<file path="config.mk">
export PLATFORM = sky130hd
export DESIGN_NAME = ldic_i2c_port
export DESIGN_NICKNAME = d
export VERILOG_FILES = /design/src/ldic_pkg.sv /design/src/ldic_i2c_port.sv /design/src/ldic_pwm.sv
export SDC_FILE = /design/constraint.sdc
export NUM_CORES = 1
export LEC_CHECK = 0
export BUFFER_PORTS_ARGS = -buffer_cell sky130_fd_sc_hd__buf_2
export CAP_MARGIN = 20
export CORE_ASPECT_RATIO = 0.7
export CORE_UTILIZATION = 56
export DETAILED_ROUTE_END_ITERATION = 16
export PLACE_DENSITY = 0.77
export SETUP_SLACK_MARGIN = 0.4
export SYNTH_ARGS = -nofsm -noshare
export SYNTH_HDL_FRONTEND = slang
export SYNTH_SLANG_ARGS = --single-unit
</file>
<file path="constraint.sdc">
create_clock -name clk -period 2.2 [get_ports clk]
set_input_delay 0.33 -clock clk [delete_from_list [all_inputs] [get_ports clk]]
set_output_delay 0.33 -clock clk [all_outputs]
set_load 0.01 [all_outputs]
</file>
<file path="src/ldic_pkg.sv">
package ldic_pkg;

    // bus address and frame layout
    localparam logic [6:0] DEV_ADDR       = 7'h1b;
    localparam logic [3:0] BYTE_BITS      = 4'h8;
    localparam logic [3:0] BIT_ONE        = 4'h1;
    localparam logic [3:0] BIT_ZERO       = 4'h0;
    localparam int         CMD_HI         = 7;
    localparam int         CMD_LO         = 5;
    localparam int         IDX_HI         = 4;

    // command field codes
    localparam logic [2:0] CMD_APPLY      = 3'h0;
    localparam logic [2:0] CMD_WRITE      = 3'h1;
    localparam logic [2:0] CMD_WRITE_APPLY = 3'h2;
    localparam logic [2:0] CMD_ALL_LEVEL  = 3'h3;
    localparam logic [2:0] CMD_ALL_DUTY   = 3'h4;

    // register indices
    localparam logic [4:0] IDX_LEVEL_BASE = 5'h00;
    localparam logic [4:0] IDX_CH8_LEVEL  = 5'h07;
    localparam logic [4:0] IDX_DUTY_BASE  = 5'h08;
    localparam logic [4:0] IDX_CH1_DUTY   = 5'h08;
    localparam logic [4:0] IDX_OUT_MASK   = 5'h10;
    localparam logic [4:0] IDX_BANK_MASK  = 5'h18;
    localparam logic [2:0] IDX_CH_MASK    = 3'h7;

    // widths and reset values
    localparam int         NUM_CH         = 8;
    localparam int         LEVEL_W        = 5;
    localparam int         DUTY_W         = 6;
    localparam logic [7:0] REG_RESET      = 8'h00;
    localparam logic [5:0] HALF_DUTY      = 6'h20;

    typedef enum logic [3:0] {
        ST_IDLE = 4'b0000,
        ST_ADDR = 4'b0001,
        ST_AACK = 4'b0010,
        ST_CMD  = 4'b0011,
        ST_CACK = 4'b0100,
        ST_DATA = 4'b0101,
        ST_DACK = 4'b0110,
        ST_READ = 4'b0111,
        ST_RACK = 4'b1000
    } ldic_state_e;

    typedef struct packed {
        ldic_state_e                  st;
        logic [1:0]                   scl_sync;
        logic [1:0]                   sda_sync;
        logic                         scl_dly;
        logic                         sda_dly;
        logic [7:0]                   shift;
        logic [3:0]                   bitcnt;
        logic                         rw;
        logic                         nack;
        logic [2:0]                   cmd;
        logic [4:0]                   idx;
        logic [NUM_CH-1:0][7:0]       level;
        logic [NUM_CH-1:0][7:0]       duty;
        logic [7:0]                   mask;
        logic [7:0]                   active;
        logic                         sda_oe_n;
        logic [DUTY_W-1:0]            pwm_cnt;
    } ldic_state_s;

    typedef struct packed {
        logic drive;
    } ldic_pwm_s;

endpackage

</file>
<file path="src/ldic_i2c_port.sv">
// Operation
// - answer as bus slave at address 0x1B
// - command 011 loads all current levels
// - command 100 loads all PWM duties
// - command 001 writes one indexed register
// - command 010 writes and applies outputs
// - mask written by 001 waits for apply
// - command 000 applies pending outputs, no data
// - output mask at index 0x10, bit per channel
// - repeated start read drives selected byte
// - channel one duty at 0x08 reads back
// - duty 0x20 gives half duty cycle
// - mask bit 1 enables, bit0 is channel one
// - all registers clear at reset
`timescale 1ns/1ps
module ldic_i2c_port
(
    // clock and reset
    input  wire logic                                                  clk,
    input  wire logic                                                  rst_n,
    // serial bus pins
    input  wire logic                                                  scl_i,
    input  wire logic                                                  sda_i,
    output logic                                                       sda_o,
    output logic                                                       sda_oe_n,
    // channel outputs
    output logic [ldic_pkg::NUM_CH-1:0]                                chan_drive,
    output logic [ldic_pkg::NUM_CH-1:0]                                chan_enable,
    output logic [ldic_pkg::NUM_CH-1:0][ldic_pkg::LEVEL_W-1:0]         chan_level
);

    ldic_pkg::ldic_state_s q;
    ldic_pkg::ldic_state_s d;

    logic       scl_rise;
    logic       scl_fall;
    logic       start_cond;
    logic       stop_cond;
    logic       byte_done;
    logic       wr_fire;
    logic       cmd_fire;
    logic [7:0] rd_byte;

    // edge detection reads only the second sync stage and its delayed copy
    assign scl_rise   = q.scl_sync[1] && !q.scl_dly;
    assign scl_fall   = !q.scl_sync[1] && q.scl_dly;
    assign start_cond = q.scl_sync[1] && q.scl_dly && !q.sda_sync[1] && q.sda_dly;
    assign stop_cond  = q.scl_sync[1] && q.scl_dly && q.sda_sync[1] && !q.sda_dly;
    assign byte_done  = scl_fall && (q.bitcnt == ldic_pkg::BYTE_BITS);
    assign wr_fire    = byte_done && (q.st == ldic_pkg::ST_DATA);
    assign cmd_fire   = byte_done && (q.st == ldic_pkg::ST_CMD);

    // read mux; unmapped indices read as zero
    always_comb
    begin
        rd_byte = ldic_pkg::REG_RESET;
        if ((q.idx & ldic_pkg::IDX_BANK_MASK) == ldic_pkg::IDX_LEVEL_BASE)
            rd_byte = q.level[q.idx[2:0]];
        else if ((q.idx & ldic_pkg::IDX_BANK_MASK) == ldic_pkg::IDX_DUTY_BASE)
            rd_byte = q.duty[q.idx[2:0]];
        else if (q.idx == ldic_pkg::IDX_OUT_MASK)
            rd_byte = q.mask;
    end

    always_comb
    begin
        d = q;
        d.scl_sync = {q.scl_sync[0], scl_i};
        d.sda_sync = {q.sda_sync[0], sda_i};
        d.scl_dly  = q.scl_sync[1];
        d.sda_dly  = q.sda_sync[1];
        d.pwm_cnt  = q.pwm_cnt + 1'b1;

        // sample on rising clock in every receiving phase
        if (scl_rise)
        begin
            if (q.st == ldic_pkg::ST_ADDR || q.st == ldic_pkg::ST_CMD || q.st == ldic_pkg::ST_DATA)
            begin
                d.shift  = {q.shift[6:0], q.sda_sync[1]};
                d.bitcnt = q.bitcnt + ldic_pkg::BIT_ONE;
            end
            else if (q.st == ldic_pkg::ST_RACK)
                d.nack = q.sda_sync[1];
        end

        if (scl_fall)
        begin
            case (q.st)
                ldic_pkg::ST_IDLE:
                    d.sda_oe_n = 1'b1;
                ldic_pkg::ST_ADDR:
                begin
                    if (q.bitcnt == ldic_pkg::BYTE_BITS)
                    begin
                        if (q.shift[7:1] == ldic_pkg::DEV_ADDR)
                        begin
                            d.st       = ldic_pkg::ST_AACK;
                            d.rw       = q.shift[0];
                            d.sda_oe_n = 1'b0;
                        end
                        else
                            d.st = ldic_pkg::ST_IDLE;
                    end
                end
                ldic_pkg::ST_AACK:
                begin
                    d.bitcnt = ldic_pkg::BIT_ZERO;
                    if (q.rw)
                    begin
                        // index was set by a preceding write frame
                        d.st       = ldic_pkg::ST_READ;
                        d.shift    = {rd_byte[6:0], 1'b0};
                        d.sda_oe_n = rd_byte[7];
                        d.bitcnt   = ldic_pkg::BIT_ONE;
                    end
                    else
                    begin
                        d.st       = ldic_pkg::ST_CMD;
                        d.sda_oe_n = 1'b1;
                    end
                end
                ldic_pkg::ST_CMD:
                begin
                    if (q.bitcnt == ldic_pkg::BYTE_BITS)
                    begin
                        d.cmd      = q.shift[ldic_pkg::CMD_HI:ldic_pkg::CMD_LO];
                        d.idx      = q.shift[ldic_pkg::IDX_HI:0];
                        d.st       = ldic_pkg::ST_CACK;
                        d.sda_oe_n = 1'b0;
                        if (q.shift[ldic_pkg::CMD_HI:ldic_pkg::CMD_LO] == ldic_pkg::CMD_APPLY)
                            d.active = q.mask;
                    end
                end
                ldic_pkg::ST_CACK, ldic_pkg::ST_DACK:
                begin
                    d.st       = ldic_pkg::ST_DATA;
                    d.bitcnt   = ldic_pkg::BIT_ZERO;
                    d.sda_oe_n = 1'b1;
                end
                ldic_pkg::ST_DATA:
                begin
                    if (q.bitcnt == ldic_pkg::BYTE_BITS)
                    begin
                        d.st       = ldic_pkg::ST_DACK;
                        d.sda_oe_n = 1'b0;
                        case (q.cmd)
                            ldic_pkg::CMD_ALL_LEVEL:
                                for (int i = 0; i < ldic_pkg::NUM_CH; i++)
                                    d.level[i] = q.shift;
                            ldic_pkg::CMD_ALL_DUTY:
                                for (int i = 0; i < ldic_pkg::NUM_CH; i++)
                                    d.duty[i] = q.shift;
                            ldic_pkg::CMD_WRITE, ldic_pkg::CMD_WRITE_APPLY:
                            begin
                                // a mask written without apply stays pending
                                if ((q.idx & ldic_pkg::IDX_BANK_MASK) == ldic_pkg::IDX_LEVEL_BASE)
                                    d.level[q.idx[2:0]] = q.shift;
                                else if ((q.idx & ldic_pkg::IDX_BANK_MASK) == ldic_pkg::IDX_DUTY_BASE)
                                    d.duty[q.idx[2:0]] = q.shift;
                                else if (q.idx == ldic_pkg::IDX_OUT_MASK)
                                    d.mask = q.shift;
                                if (q.cmd == ldic_pkg::CMD_WRITE_APPLY)
                                begin
                                    if (q.idx == ldic_pkg::IDX_OUT_MASK)
                                        d.active = q.shift;
                                    else
                                        d.active = q.mask;
                                end
                            end
                            default:
                                d.cmd = q.cmd;
                        endcase
                    end
                end
                ldic_pkg::ST_READ:
                begin
                    if (q.bitcnt == ldic_pkg::BYTE_BITS)
                    begin
                        d.st       = ldic_pkg::ST_RACK;
                        d.sda_oe_n = 1'b1;
                    end
                    else
                    begin
                        d.sda_oe_n = q.shift[7];
                        d.shift    = {q.shift[6:0], 1'b0};
                        d.bitcnt   = q.bitcnt + ldic_pkg::BIT_ONE;
                    end
                end
                ldic_pkg::ST_RACK:
                begin
                    // an acknowledged byte is followed by the same register again
                    if (q.nack)
                    begin
                        d.st       = ldic_pkg::ST_IDLE;
                        d.sda_oe_n = 1'b1;
                    end
                    else
                    begin
                        d.st       = ldic_pkg::ST_READ;
                        d.shift    = {rd_byte[6:0], 1'b0};
                        d.sda_oe_n = rd_byte[7];
                        d.bitcnt   = ldic_pkg::BIT_ONE;
                    end
                end
                default:
                begin
                    d.st       = ldic_pkg::ST_IDLE;
                    d.sda_oe_n = 1'b1;
                end
            endcase
        end

        // start and stop override any phase, a repeated start included
        if (start_cond)
        begin
            d.st       = ldic_pkg::ST_ADDR;
            d.bitcnt   = ldic_pkg::BIT_ZERO;
            d.sda_oe_n = 1'b1;
        end
        else if (stop_cond)
        begin
            d.st       = ldic_pkg::ST_IDLE;
            d.sda_oe_n = 1'b1;
        end
    end

    always_ff @(posedge clk or negedge rst_n)
    begin
        if (!rst_n)
        begin
            q          <= '0;
            q.scl_sync <= 2'h3;
            q.sda_sync <= 2'h3;
            q.scl_dly  <= 1'b1;
            q.sda_dly  <= 1'b1;
            q.sda_oe_n <= 1'b1;
        end
        else
            q <= d;
    end

    // open drain: the pad only ever pulls low
    assign sda_o       = q.rw & 1'b0;
    assign sda_oe_n    = q.sda_oe_n;
    assign chan_enable = q.active;

    genvar g;
    generate
        for (g = 0; g < ldic_pkg::NUM_CH; g++)
        begin : g_ch
            assign chan_level[g] = q.level[g][ldic_pkg::LEVEL_W-1:0];
            ldic_pwm u_pwm
            (
                .clk     (clk),
                .rst_n   (rst_n),
                .enable  (q.active[g]),
                .duty    (q.duty[g][ldic_pkg::DUTY_W-1:0]),
                .pwm_cnt (q.pwm_cnt),
                .drive   (chan_drive[g])
            );
        end
    endgenerate

    property p_addr_ack;
        @(posedge clk) disable iff (!rst_n)
        (q.st == ldic_pkg::ST_ADDR && byte_done && !start_cond && !stop_cond
         && q.shift[7:1] == ldic_pkg::DEV_ADDR) |=> (q.st == ldic_pkg::ST_AACK && !q.sda_oe_n);
    endproperty
    a_addr_ack: assert property (p_addr_ack)
        else $error("matching address not acknowledged");
    property p_addr_miss;
        @(posedge clk) disable iff (!rst_n)
        (q.st == ldic_pkg::ST_ADDR && byte_done && !start_cond
         && q.shift[7:1] != ldic_pkg::DEV_ADDR) |=> (q.sda_oe_n && q.st == ldic_pkg::ST_IDLE);
    endproperty
    a_addr_miss: assert property (p_addr_miss)
        else $error("foreign address acknowledged");
    property p_all_level;
        @(posedge clk) disable iff (!rst_n)
        (wr_fire && !start_cond && !stop_cond && q.cmd == ldic_pkg::CMD_ALL_LEVEL)
        |=> (q.level == {ldic_pkg::NUM_CH{$past(q.shift)}});
    endproperty
    a_all_level: assert property (p_all_level)
        else $error("broadcast level write missed a channel");
    property p_all_duty;
        @(posedge clk) disable iff (!rst_n)
        (wr_fire && !start_cond && !stop_cond && q.cmd == ldic_pkg::CMD_ALL_DUTY)
        |=> (q.duty == {ldic_pkg::NUM_CH{$past(q.shift)}});
    endproperty
    a_all_duty: assert property (p_all_duty)
        else $error("broadcast duty write missed a channel");
    property p_ch8_level;
        @(posedge clk) disable iff (!rst_n)
        (wr_fire && q.cmd == ldic_pkg::CMD_WRITE && q.idx == ldic_pkg::IDX_CH8_LEVEL)
        |=> (q.level[7] == $past(q.shift) && $stable(q.level[0]));
    endproperty
    a_ch8_level: assert property (p_ch8_level)
        else $error("single level write wrong");
    property p_mask_pending;
        @(posedge clk) disable iff (!rst_n)
        (wr_fire && q.cmd == ldic_pkg::CMD_WRITE && q.idx == ldic_pkg::IDX_OUT_MASK)
        |=> (q.mask == $past(q.shift) && $stable(q.active));
    endproperty
    a_mask_pending: assert property (p_mask_pending)
        else $error("pending mask took effect early");
    property p_mask_apply;
        @(posedge clk) disable iff (!rst_n)
        (wr_fire && q.cmd == ldic_pkg::CMD_WRITE_APPLY && q.idx == ldic_pkg::IDX_OUT_MASK)
        |=> (q.active == $past(q.shift));
    endproperty
    a_mask_apply: assert property (p_mask_apply)
        else $error("write with apply did not update outputs");
    property p_apply_cmd;
        @(posedge clk) disable iff (!rst_n)
        (cmd_fire && q.shift[ldic_pkg::CMD_HI:ldic_pkg::CMD_LO] == ldic_pkg::CMD_APPLY)
        |=> (q.active == $past(q.mask)) ##1 (chan_enable == $past(q.mask, 2));
    endproperty
    a_apply_cmd: assert property (p_apply_cmd)
        else $error("apply command did not take pending mask");
    property p_duty_read;
        @(posedge clk) disable iff (!rst_n)
        (q.st == ldic_pkg::ST_AACK && scl_fall && !start_cond && !stop_cond && q.rw
         && q.idx == ldic_pkg::IDX_CH1_DUTY)
        |=> (q.st == ldic_pkg::ST_READ && q.sda_oe_n == $past(q.duty[0][7]));
    endproperty
    a_duty_read: assert property (p_duty_read)
        else $error("read of channel one duty drove wrong bit");
    property p_chan_off;
        @(posedge clk) disable iff (!rst_n)
        (!q.active[7] && !q.active[0]) |=> (!chan_drive[7] && !chan_drive[0]);
    endproperty
    a_chan_off: assert property (p_chan_off)
        else $error("disabled channel driven");

endmodule // ldic_i2c_port

</file>
<file path="src/ldic_pwm.sv">
`timescale 1ns/1ps
module ldic_pwm
(
    // clock and reset
    input  wire logic                        clk,
    input  wire logic                        rst_n,
    // channel settings
    input  wire logic                        enable,
    input  wire logic [ldic_pkg::DUTY_W-1:0] duty,
    input  wire logic [ldic_pkg::DUTY_W-1:0] pwm_cnt,
    // channel output
    output logic                             drive
);

    ldic_pkg::ldic_pwm_s q;
    ldic_pkg::ldic_pwm_s d;

    // a 64-step period makes a duty of half the range exactly half on
    always_comb
    begin
        d       = q;
        d.drive = enable && (pwm_cnt < duty);
    end

    always_ff @(posedge clk or negedge rst_n)
    begin
        if (!rst_n)
            q <= '0;
        else
            q <= d;
    end

    assign drive = q.drive;

endmodule // ldic_pwm

</file>
==> results.ini <==
[route]
route.antenna.remaining_nets=0
route.detailed.drc=5
wl_per_cell_um=25.7
viasPerCell=6.56
routed_wl_um=34200
first_pass_iters=11
dr_total_vias=8712
drtIter0Drc=1040

[synthesis]
synthCells=960
ys.flop_type=dfrtp_1
netlist_area_mm2=0.0106
syn_avg_cell_area_um2=11.1
ys_warn_count=0
synth_cell_types=69
ys_seq_area_share_pct=45.1
async_flop_share_pct=100
ys_ff_latch=191
synth_edf_count=0
syn-num-nets=1007

[run]
drv_cap=0

[layout]
antenna_cells=0
area_delta_synth_final_pct=29.5
drive_gt1_share_pct=49.9
fill_cells=1060
final_cell_mix=dfrtp_1 (174), buf_4 (97), mux2_4 (76), mux2_2 (76), buf_2 (59)
final_net_count=1126
final_common_cell=dfrtp_1

[power]
power_density_mw_per_mm2=608
p_total_uw=8360
max-vdd-ir-drop_uv=551
p_leak_uw=0.00619

[worst_setup_path]
worstPathCellList=buf_12 -> buf_4 -> inv_1 -> o311ai_0 -> o21ai_0 -> nand3_1 -> a31oi_1 -> a221o_1
cp.arrival_ps=2540
cp-start-kind=flop
path_buf_inv=3
critical_path.top_delay_family=compound AO/OA/AOI/OAI gates
crit_path_max_incr_delay_ps=480
cp_slowest_cell=dfrtp_2
cp-end-kind=flop
critPathMaxFanout=6
critical_path_class=reg -> reg
required_ps=2540

[floorplanning]
die_x_um=167
ios=62
chipHeight_um=117
start_util_pct=58.1
coreArea_mm2=0.0183
dieArea_mm2=0.0195
row_count=41

[timing]
final_hold_viol_count=0
fin_ws_ps=-3.74
fin_crit_sh_pct=100
rsz0062_at_grt=true
finClkSkew_ps=16.2
finalSetupTns_ps=-3.74
setup_violations=1
period_minus_slack_ps=2200
drv_slew=0
worst_slew_pin_slew_ps=600
max_freq_mhz=454
relSlewSlack_pct=59.9

[placement]
port_buffers=60
dp_slack_ps=-195
gp_congestion=0.956
place_hpwl_um=20600

[clock_tree]
cts.htree.levels=4
clkTransAtPathRegs_ps=80
clockBufferDepth=2
cts-root-buf=clkbuf_16
clkSinkCount=191
cts_tree=built
numCtsBuffers=17
clk_latency_ps=470

[global_routing]
overflow=0
grt_first_pass_wirelength_um=49300
grt_pass1_vias=8385
grt_usage_pct=33.9
antenna_found_initial=0
grt_max_degree=63

[hold_path]
min_path_type=reg -> reg

[status]
status=finished with violations
violations=design-rule violations, negative setup slack

layout make-up:
type	instances	area [um^2]	area share, %
Clock buffer	17	425	3.09
Clock inverter	15	196	1.43
Inverter	48	180	1.31
Multi-Input combinational cell	616	6110	44.4
Sequential cell	191	4800	34.9
Tap cell	236	295	2.15
Timing Repair Buffer	205	1740	12.6
metal layers:
metal  routed length [um]  up-vias  GRT usage, %
li1                     -     3642             -
met1                14300     4414          47.7
met2                15100      546          52.0
met3                 3710      110          8.10
met4                 1040        0          11.7
met5                    0        -             0
per-stage QoR:
step | utilization, % | cells | hold slack, ps | area, um^2
final | 75.3 | 1328 | 359 | 13700
after global routing | 75.3 | 1328 | 365 | 13700
after CTS | 70.7 | 1307 | 358 | 12900
after detailed placement | 62.6 | 1234 | 347 | 11400
after global placement | 62.6 | 1234 | 347 | 11400
after floorplan | - | 960 | 34.4 | 10700
where the power goes:
part | switching, uW | internal [uW]
registers | 91.9 | 3610
clock network | 1720 | 1580
logic | 903 | 447
total | 2720 | 5640
kinds of logic (layout without fill, tap and decap cells):
| family | Yosys count | after routing | synth area share (%) |
|---|---|---|---|
| AO/OA/AOI/OAI | 212 | 212 | 13.5 |
| multiplexers | 179 | 179 | 19.4 |
| XOR/XNOR | 8 | 8 | 0.660 |
| other | 1 | 1 | 0.0353 |
| adder cells (fa/ha/maj) | 43 | 43 | 5.07 |
| buffers and inverters | 153 | 285 | 7.51 |
| AND/OR/NAND/NOR | 173 | 173 | 8.78 |
| flip-flops | 191 | 191 | 45.1 |
cell usage after synthesis, types with 8 or more instances:
library cell  number  share of area (%)
a21oi_1           37                1.7
o21a_1             9               0.64
nand2_1           45                1.6
o22ai_1           19                1.1
ha_1              43                5.1
buf_1             11               0.39
a22oi_1           17                1.2
mux2i_1           21                2.0
nand2b_1          14               0.82
nor2b_1           14               0.82
nor3b_1           12               0.85
a21boi_0          12               0.85
nand3_1           13               0.61
a31oi_1            8               0.47
o21ai_0           51                2.4
mux2_2           150                 16
nor2_1            37                1.3
clkbuf_1          30                1.1
buf_4             57                4.0
dfrtp_1          184                 43
inv_1             46                1.6
timing repair:
action | 4_1_cts | 5_1_grt
gates resized for setup | 128 | 174
setup endpoints to repair | 174 | 177
setup buffers | 37 | 21
gates cloned | 1 | 0
pin swaps | 25 | 65
endpoints found under the hold margin | 53 | 0
hold buffers | 3 | 0
final timing paths:
kind / startpoint / endpoint / slack (ps) / cells past startpoint
worst min-delay path: d[176] / d[173] / 360 / 0
min in group asynchronous: rst_n / chan_enable[4] / 430 / 2
max in group asynchronous: rst_n / q[24] / 1050 / 3
worst max-delay path: q[153] / q[172] / -4 / 8
worst max register to register: q[153] / q[172] / -4 / 8
worst min register to register: d[176] / d[173] / 360 / 0
No activity file was read; power rests on OpenSTA's default activity.
